[src/sws_pkg.sv]
// Package for the wake, fault and supply status register bank.
// Assumes a byte-wide serial register port with read and write strobes.
package sws_pkg;
	localparam int ADDR_W = 6;
	localparam int DATA_W = 8;
	// Register addresses
	localparam logic [5:0] ADDR_WAKE_CTL    = 6'h0c;
	localparam logic [5:0] ADDR_WAKE_EVENT  = 6'h0f;
	localparam logic [5:0] ADDR_WAKE_LIVE   = 6'h11;
	localparam logic [5:0] ADDR_OVERTEMP    = 6'h12;
	localparam logic [5:0] ADDR_HIGH_FAULT  = 6'h14;
	localparam logic [5:0] ADDR_LOW_FAULT   = 6'h17;
	localparam logic [5:0] ADDR_RESET_CAUSE = 6'h18;
	localparam logic [5:0] ADDR_SUPPLY      = 6'h1b;
	// Field positions
	localparam int WC_SEL_LO  = 0;
	localparam int WC_SEL_HI  = 1;
	localparam int WC_CAN_WU  = 2;
	localparam int WC_SER_WU  = 3;
	localparam int OT_MAIN_SD = 0;
	localparam int OT_AUX_SD  = 1;
	localparam int OT_MAIN_PW = 2;
	localparam int OT_AUX_PW  = 3;
	localparam int RC_UNDER   = 0;
	localparam int RC_WDOG    = 1;
	localparam int RC_EXT     = 2;
	localparam int SS_UNDER   = 0;
	localparam int SS_OVER    = 1;
	localparam int SS_AUX_ON  = 2;
	localparam int SS_SW_OT   = 3;
	// Power-on values
	localparam logic [2:0] RESET_CAUSE_POR = 3'h5;
	localparam logic       BAT_UNDER_POR   = 1'h1;
	// Wake edge modes
	typedef enum logic [1:0] {
		SWS_WAKE_OFF  = 2'b00,
		SWS_WAKE_RISE = 2'b01,
		SWS_WAKE_FALL = 2'b10,
		SWS_WAKE_BOTH = 2'b11
	} sws_wake_mode_t;
	// Event inputs from the analog detectors
	typedef struct packed {
		logic       can_wake;
		logic       serial_wake;
		logic       main_ot;
		logic       aux_ot;
		logic       main_pw;
		logic       aux_pw;
		logic [3:0] high_fault;
		logic [3:0] low_fault;
		logic       uv_reset;
		logic       wdog_reset;
		logic       ext_reset;
		logic       bat_under;
		logic       bat_over;
		logic       sw_ot;
	} sws_events_t;
endpackage

[src/sws_status_regs.sv]
// Wake, thermal, line fault, reset cause and supply status registers.
// Assumes the serial front end strobes rd_en once per read frame
// after capturing rd_data, and reports events as synchronous levels.
//
// Overview of operation
// - Wake flags latch, clear on read, zero at POR
// - Bus and serial wake flags report wake source
// - Reset pin low clears level selects only
// - Wake input events set bits 0..2
// - Wake event status clears on read
// - Live wake input levels, unlatched
// - Over-temperature latches flag, switches regulator off
// - Aux regulator stays off until re-enable written zero
// - Pre-warning flags follow live condition
// - Aux thermal shutdown also turns battery switch off
// - High line fault code bits
// - High line fault latched, clear on read
// - Low line fault latched, clear on read
// - Reset cause bits, external set with others
// - Reset cause clears on read, POR gives 101
// - Supply status bits
// - Overvoltage live; others latched, clear on read
// - Level selects set wake edge sensitivity
`timescale 1ns/1ps
module sws_status_regs
	import sws_pkg::*;
#(
	parameter int NUM_WAKE = 3
) (
	// Clock and resets
	input  wire logic              clk,
	input  wire logic              rst,
	input  wire logic              rst_pin_low,
	// Register port
	input  wire logic [ADDR_W-1:0] addr,
	input  wire logic              rd_en,
	input  wire logic              wr_en,
	input  wire logic [DATA_W-1:0] wr_data,
	output logic      [DATA_W-1:0] rd_data,
	// Detector inputs
	input  wire logic [NUM_WAKE-1:0] wake_in,
	input  wire sws_events_t       ev,
	input  wire logic              aux_on_req,
	input  wire logic              switch_on_req,
	// Power controls
	output logic                   main_regulator_en,
	output logic                   aux_regulator_en,
	output logic                   battery_switch_out_en
);
	initial begin
		if (NUM_WAKE != 3)
			$error("NUM_WAKE must be 3");
	end

	function automatic logic rd_hit(input logic [ADDR_W-1:0] a);
		return rd_en && (addr == a);
	endfunction

	function automatic logic [3:0] rc_next(input logic [3:0] cur, input logic [3:0] set,
			input logic clr);
		// Set wins over clear; unread new events kept
		return (clr ? 4'h0 : cur) | set;
	endfunction

	logic [1:0]          wake_sel_r;
	logic                can_wake_flag_r;
	logic                serial_wake_flag_r;
	logic [NUM_WAKE-1:0] wake_event_r;
	logic [NUM_WAKE-1:0] wake_prev_r;
	logic [NUM_WAKE-1:0] wake_live_r;
	logic                main_sd_r;
	logic                aux_sd_r;
	logic                aux_lock_r;
	logic                main_pw_r;
	logic                aux_pw_r;
	logic [3:0]          high_fault_r;
	logic [3:0]          low_fault_r;
	logic [2:0]          reset_cause_r;
	logic                bat_under_r;
	logic                bat_over_r;
	logic                aux_on_flag_r;
	logic                sw_ot_r;
	logic [NUM_WAKE-1:0] wake_edge;
	logic [DATA_W-1:0]   rd_nxt;

	// Edge detect per selected mode
	always_comb begin
		case (sws_wake_mode_t'(wake_sel_r))
			SWS_WAKE_OFF:  wake_edge = '0;
			SWS_WAKE_RISE: wake_edge = wake_in & ~wake_prev_r;
			SWS_WAKE_FALL: wake_edge = ~wake_in & wake_prev_r;
			SWS_WAKE_BOTH: wake_edge = wake_in ^ wake_prev_r;
			default:       wake_edge = '0;
		endcase
	end

	always_ff @(posedge clk) begin
		wake_prev_r <= wake_in;
		wake_live_r <= wake_in;
	end

	// Level selects: POR and reset pin clear them
	always_ff @(posedge clk) begin
		if (rst || rst_pin_low)
			wake_sel_r <= 2'h0;
		else if (wr_en && addr == ADDR_WAKE_CTL)
			wake_sel_r <= wr_data[WC_SEL_HI:WC_SEL_LO];
	end

	// Wake flags, cleared by POR and on read, not by the reset pin
	always_ff @(posedge clk) begin
		if (rst) begin
			can_wake_flag_r    <= 1'b0;
			serial_wake_flag_r <= 1'b0;
			wake_event_r       <= '0;
		end else begin
			can_wake_flag_r    <= (can_wake_flag_r & ~rd_hit(ADDR_WAKE_CTL)) | ev.can_wake;
			serial_wake_flag_r <= (serial_wake_flag_r & ~rd_hit(ADDR_WAKE_CTL))
				| ev.serial_wake;
			wake_event_r <= (wake_event_r & ~{NUM_WAKE{rd_hit(ADDR_WAKE_EVENT)}})
				| wake_edge;
		end
	end

	// Thermal shutdown and lockout
	always_ff @(posedge clk) begin
		if (rst) begin
			main_sd_r  <= 1'b0;
			aux_sd_r   <= 1'b0;
			aux_lock_r <= 1'b0;
			main_pw_r  <= 1'b0;
			aux_pw_r   <= 1'b0;
		end else begin
			main_sd_r <= (main_sd_r & ~rd_hit(ADDR_OVERTEMP)) | ev.main_ot;
			aux_sd_r  <= (aux_sd_r & ~rd_hit(ADDR_OVERTEMP)) | ev.aux_ot;
			if (ev.aux_ot)
				aux_lock_r <= 1'b1;
			else if (wr_en && addr == ADDR_OVERTEMP && !wr_data[OT_AUX_SD])
				aux_lock_r <= 1'b0;
			main_pw_r <= ev.main_pw;
			aux_pw_r  <= ev.aux_pw;
		end
	end

	// Regulator and switch enables
	always_ff @(posedge clk) begin
		if (rst) begin
			main_regulator_en     <= 1'b0;
			aux_regulator_en      <= 1'b0;
			battery_switch_out_en <= 1'b0;
		end else begin
			main_regulator_en     <= ~ev.main_ot;
			aux_regulator_en      <= aux_on_req & ~ev.aux_ot & ~aux_lock_r;
			battery_switch_out_en <= switch_on_req & ~ev.aux_ot & ~aux_lock_r;
		end
	end

	// Line fault codes
	always_ff @(posedge clk) begin
		if (rst) begin
			high_fault_r <= 4'h0;
			low_fault_r  <= 4'h0;
		end else begin
			high_fault_r <= rc_next(high_fault_r, ev.high_fault, rd_hit(ADDR_HIGH_FAULT));
			low_fault_r  <= rc_next(low_fault_r, ev.low_fault, rd_hit(ADDR_LOW_FAULT));
		end
	end

	// Reset cause; external flag rides with the others
	always_ff @(posedge clk) begin
		if (rst)
			reset_cause_r <= RESET_CAUSE_POR;
		else
			reset_cause_r <= 3'(rc_next({1'b0, reset_cause_r},
				{1'b0, ev.ext_reset | ev.uv_reset | ev.wdog_reset, ev.wdog_reset, ev.uv_reset},
				rd_hit(ADDR_RESET_CAUSE)));
	end

	// Supply status
	always_ff @(posedge clk) begin
		if (rst) begin
			bat_under_r   <= BAT_UNDER_POR;
			bat_over_r    <= 1'b0;
			aux_on_flag_r <= 1'b0;
			sw_ot_r       <= 1'b0;
		end else begin
			bat_under_r   <= (bat_under_r & ~rd_hit(ADDR_SUPPLY)) | ev.bat_under;
			bat_over_r    <= ev.bat_over;
			aux_on_flag_r <= (aux_on_flag_r & ~rd_hit(ADDR_SUPPLY)) | aux_regulator_en;
			sw_ot_r       <= (sw_ot_r & ~rd_hit(ADDR_SUPPLY)) | ev.sw_ot;
		end
	end

	// Read mux
	always_comb begin
		rd_nxt = '0;
		case (addr)
			ADDR_WAKE_CTL:    rd_nxt[3:0] = {serial_wake_flag_r, can_wake_flag_r, wake_sel_r};
			ADDR_WAKE_EVENT:  rd_nxt[NUM_WAKE-1:0] = wake_event_r;
			ADDR_WAKE_LIVE:   rd_nxt[NUM_WAKE-1:0] = wake_live_r;
			ADDR_OVERTEMP:    rd_nxt[3:0] = {aux_pw_r, main_pw_r, aux_sd_r, main_sd_r};
			ADDR_HIGH_FAULT:  rd_nxt[3:0] = high_fault_r;
			ADDR_LOW_FAULT:   rd_nxt[3:0] = low_fault_r;
			ADDR_RESET_CAUSE: rd_nxt[2:0] = reset_cause_r;
			ADDR_SUPPLY:      rd_nxt[3:0] = {sw_ot_r, aux_on_flag_r, bat_over_r, bat_under_r};
			default:          rd_nxt = '0;
		endcase
	end

	// Captured on the read strobe, before the clear takes effect
	always_ff @(posedge clk) begin
		if (rst)
			rd_data <= '0;
		else if (rd_en)
			rd_data <= rd_nxt;
	end
endmodule

[config.mk]
export PLATFORM = sky130hd
export DESIGN_NAME = sws_status_regs
export DESIGN_NICKNAME = d
export VERILOG_FILES = /design/src/sws_pkg.sv /design/src/sws_status_regs.sv
export SDC_FILE = /design/constraint.sdc
export NUM_CORES = 1
export LEC_CHECK = 0
export ABC_AREA = 1
export BUFFER_PORTS_ARGS = -buffer_cell sky130_fd_sc_hd__buf_2
export CAP_MARGIN = 20
export CORE_ASPECT_RATIO = 0.9
export CORE_UTILIZATION = 50
export CTS_CLUSTER_DIAMETER = 40
export DETAILED_ROUTE_END_ITERATION = 10
export PLACE_DENSITY = 0.82
export SYNTH_ARGS = -nofsm -noshare
export SYNTH_HDL_FRONTEND = slang
export SYNTH_SLANG_ARGS = --single-unit
[constraint.sdc]
create_clock -name clk -period 1.4 [get_ports clk]
set_input_delay 0.35 -clock clk [delete_from_list [all_inputs] [get_ports clk]]
set_output_delay 0.35 -clock clk [all_outputs]
set_load 0.01 [all_outputs]
# == Word-level counts from Yosys, hierarchy flattened ==
# Cells that the tools add are included.
# totals
register_bits,37
latch_bits,0
ramBits,0
mem_bits_ro,0
output_inout_bits,11
mem_count,0
# classes
add_sub_neg,0
n_mul,0
div,0
order_cmp,0
n_eq_ne,11
n_shift,0
mux,8
n_bitwise,37
n_reduce_logical,14
# ops
operator,count
$eq 6x5->1 const B,6
$pmux 3 s8,1
$eq 6x4->1 const B,2
$pmux 3 s4,1
$and 1x1->1,11
$logic_and 1x1->1,10
$and 3x3->3,3
$not 3->3,3
$or 1x1->1,9
$mux 4,2
$or 4x4->4,2
$not 1->1,6
$or 3x3->3,2
$pmux 1 s5,1
$eq 2x2->1 const B,2
$mux 3,1
$xor 3x3->3,1
$eq 2x1->1 const B,1
$logic_not 2->1,1
$mux 1,2
$reduce_bool 2->1,1
$logic_not 1->1,1
$logic_or 1x1->1,1

# == Depth between registers and ports, before layout ==
# logic_depth
word_depth,5
mapped_depth,9
mapped_depth_nobuf,9

# == Worst setup path after synthesis ==
# OpenSTA, ideal clock, no wires.
# synth_timing
kind,input-to-reg
start,in rst
end,reg high_fault_r[0]
setup_ns,0.129
arrival_time_ns,1.009
t_required_ns,1.271
slack_ns,0.263
stages,3
path_cell_list,clkbuf_1 > clkbuf_1 > nor2_1
# synth_rtl
item,line,text
from (decl),sws_status_regs.sv:32,"input wire logic rst,"
to (signal assigned),sws_status_regs.sv:164,"high_fault_r <= rc_next(high_fault_r, ev.high_fault, rd_hit(ADDR_HIGH_FAULT));"
to (decl),sws_status_regs.sv:76,logic [3:0] high_fault_r;
# No word-level cell between the ends.

# == Worst setup path in the final report ==
# layout_timing
start,in addr[5]
end,reg aux_lock_r
# layout_between
elab_chain_len,4
# layout_rtl
item,line,text
from (decl),sws_status_regs.sv:35,"input wire logic [ADDR_W-1:0] addr,"
$eq 6x5->1,sws_status_regs.sv:138,else if (wr_en && addr == ADDR_OVERTEMP && !wr_data[OT_AUX_SD])
$logic_and 1x1->1 (2 in series),sws_status_regs.sv:138,
$reduce_bool 2->1 (no line),-,
to (signal assigned),sws_status_regs.sv:130,aux_lock_r <= 1'b0;
to (signal assigned),sws_status_regs.sv:137,aux_lock_r <= 1'b1;
to (signal assigned),sws_status_regs.sv:139,aux_lock_r <= 1'b0;
to (decl),sws_status_regs.sv:73,logic aux_lock_r;
# No other way between the ends.
# A chain may end at the register's enable or synchronous reset.

==> flow_metrics.tcl <==
set metrics [dict create \
    status "finished, final reports clean" \
    whs_endpoint "wake_live_r[1]" \
    hold_viol 0 \
    slew_violations 0 \
    fin_setup_tns_ns 0 \
    grt_max_degree 16 \
    clk_pin_slew_ns 0.07 \
    fmax_mhz 880 \
    clock_latency_ns 0.28 \
    synth-compound-area-share 0.115 \
    viasPerCell 5.10 \
    drt_iter0_drc 109 \
    synth_top_family_by_area "simple AND/OR/NAND/NOR gates" \
    core_area_um2 3380 \
    synth_simple_gate_area_frac 0.335 \
    die_h_um 58.4 \
    die_area_um2 3770 \
    timing.final.crit_share 0.812 \
    tritoncts "built" \
    synthArstFlopShare 0 \
    synthAdderAreaFrac 0.0426 \
    skew_ns 0.00290 \
    min-delay-start "wake_in[1]" \
    layout_min_cycle_time_ns 1.14 \
    r2r_cells 4 \
    p_leak_nw 1.03 \
    cts_buffer_depth 2 \
    ys_types 30 \
    cts-buffers-inserted 5 \
    drive_above_1_share 0.256 \
    cts_sinks 37 \
    cts_hold_buf 0 \
    synth_cells 236 \
    grt.met2_usage 0.365 \
    hold_path_class "in -> reg" \
    grt_pass1_wl_um 6580 \
    hold_depth 1 \
    syn_area_um2 1760 \
    htreeDepth 2 \
    ios 55 \
    endpoint_kind "register" \
    synth-main-ff-cell "dfxtp_1" \
    drt.antenna.violating_nets 0 \
    path_class "in -> reg" \
    finalSetupViolations 0 \
    ir_drop_mv 0.597 \
    power_mw 2.07 \
    critPathMaxFanout 7 \
    vias 1678 \
    overflow 0 \
    p_per_area_nw_per_um2 981 \
    grt.total_usage 0.226 \
    wl_um 3800 \
    numPortBuffers 44 \
    gp_congestion 0.761 \
    top_usage_layer "met2" \
    use_met1 0.297 \
    drc_errors 0 \
    initial_core_util 0.522 \
    nets 334 \
    ys_seq_area_frac 0.420 \
    hpwl_um 2900 \
    rrSetupSlack_ns 0.29 \
    diodes 0 \
    r2r-start "wake_sel_r[1]" \
    critPathRequiredTime_ns 1.56 \
    critPathLaunch "addr[5]" \
    die_w_um 64.6 \
    grt_pass1_vias 1485 \
    cap_violations 0 \
    start_kind "input pin" \
    syn_area_per_cell_um2 7.48 \
    rsz0062_at_grt "false" \
    num_rows 20 \
    cts_setup_buffers 0 \
    ys_ff_latch 37 \
    met3_usage 0.0504 \
    yosysWarnings 0 \
    wl_per_cell_um 11.5 \
    synth_mux_area_frac 0 \
    synth_edf_count 0 \
    first_pass_iters 5 \
    synthXorXnorAreaFrac 0 \
    crit_arrival_ns 1.30 \
    synthToLayoutAreaGrowth_pct 19.4 \
    cts_resized 0 \
    antenna_found_initial 0 \
    r2r-end "wake_event_r[2]" \
    clock-root-buffer "clkbuf_8" \
]
==> final cells by class <==
type                    instances  area (um^2)
well taps                      44         55.1
repair buffers                 46          235
flip-flops and latches         37          741
fillers                       330         1270
clock inverters                 3         17.5
clock buffers                   5         68.8
inverters                      28          105
multi-input cells             166          883
==> cell usage after synthesis (all sizes together), types with 3 or more instances <==
library cell   n  area share
nand3         34       0.099
a21oi         23       0.072
inv           28       0.060
o21ai          6       0.017
nand2         39       0.089
nand4          3       0.011
clkbuf         3      0.0064
dfxtp         37        0.42
buf            5       0.020
ha             6       0.043
nor2          39        0.11
==> worst max-delay path, stage by stage <==
cell and delay, ns:
buf_2 0.11, inv_1 0.08, nand2_4 0.11, nor2_4 0.20
nand2_1 0.13, nor4_1 0.24, nor3_1 0.08
==> layer usage <==
layer	part of all wire	up-vias
li1	-	868
met1	0.48	757
met2	0.45	46
met3	0.060	7
met4	0.013	0
met5	0	-
==> per-stage QoR <==
step	hold WS [ns]	util	cells	cell area (um^2)	setup slack, ns
after global placement	0.444	0.598	321	2020	0.0340
after detailed placement	0.445	0.598	321	2020	0.00197
final	0.196	0.623	329	2110	0.263
after CTS	0.194	0.623	329	2110	0.291
after floorplan	0.378	-	239	1780	0.263
after global routing	0.188	0.623	329	2110	0.136
==> state kept, by name (all words and copies together) (netlist names), 2 cells and up <==
name / count
rd_data: 4
high_fault_r: 4
low_fault_r: 4
wake_live_r: 3
reset_cause_r: 3
wake_event_r: 3
wake_sel_r: 2
==> cell families after synthesis <==
family | Yosys count
adder cells (fa/ha/maj) | 6
buffers and inverters | 36
flip-flops | 37
AO/OA/AOI/OAI | 35
AND/OR/NAND/NOR | 121
other | 1
==> worst max-delay path by stage <==
stage / endpoint / slack, ns
2_1_floorplan: high_fault_r[0] / 0.26
3_3_place_gp: aux_lock_r / 0.03
3_5_place_dp: aux_lock_r / 0.002
4_1_cts: aux_lock_r / 0.29
5_1_grt: wake_sel_r[0] / 0.14
6_report: aux_lock_r / 0.26
==> where the power goes <==
| part | total, mW | switching, mW | internal [mW] |
|---|---|---|---|
| Combinational | 0.233 | 0.141 | 0.0925 |
| Sequential | 1.13 | 0.0247 | 1.10 |
| Clock | 0.707 | 0.364 | 0.343 |
| Total | 2.07 | 0.529 | 1.54 |
==> placed cells by master, fill, tap and decap left out, types with 2 or more instances in the layout <==
master    instances
clkinv_2          2
conb_1            4
inv_1            25
dfxtp_1          37
clkbuf_8          5
nor3_1            2
nand3_1          33
a21oi_2           3
a41oi_1           2
nor2_2            4
buf_2            44
nor2_4            4
inv_2             3
buf_4             2
nand2_1          37
nand3b_1          2
nand4_1           3
nor2_1           30
ha_1              6
a21oi_1          20
o21ai_0           5
a211oi_1          2
Power figures use the tool's default switching activity.
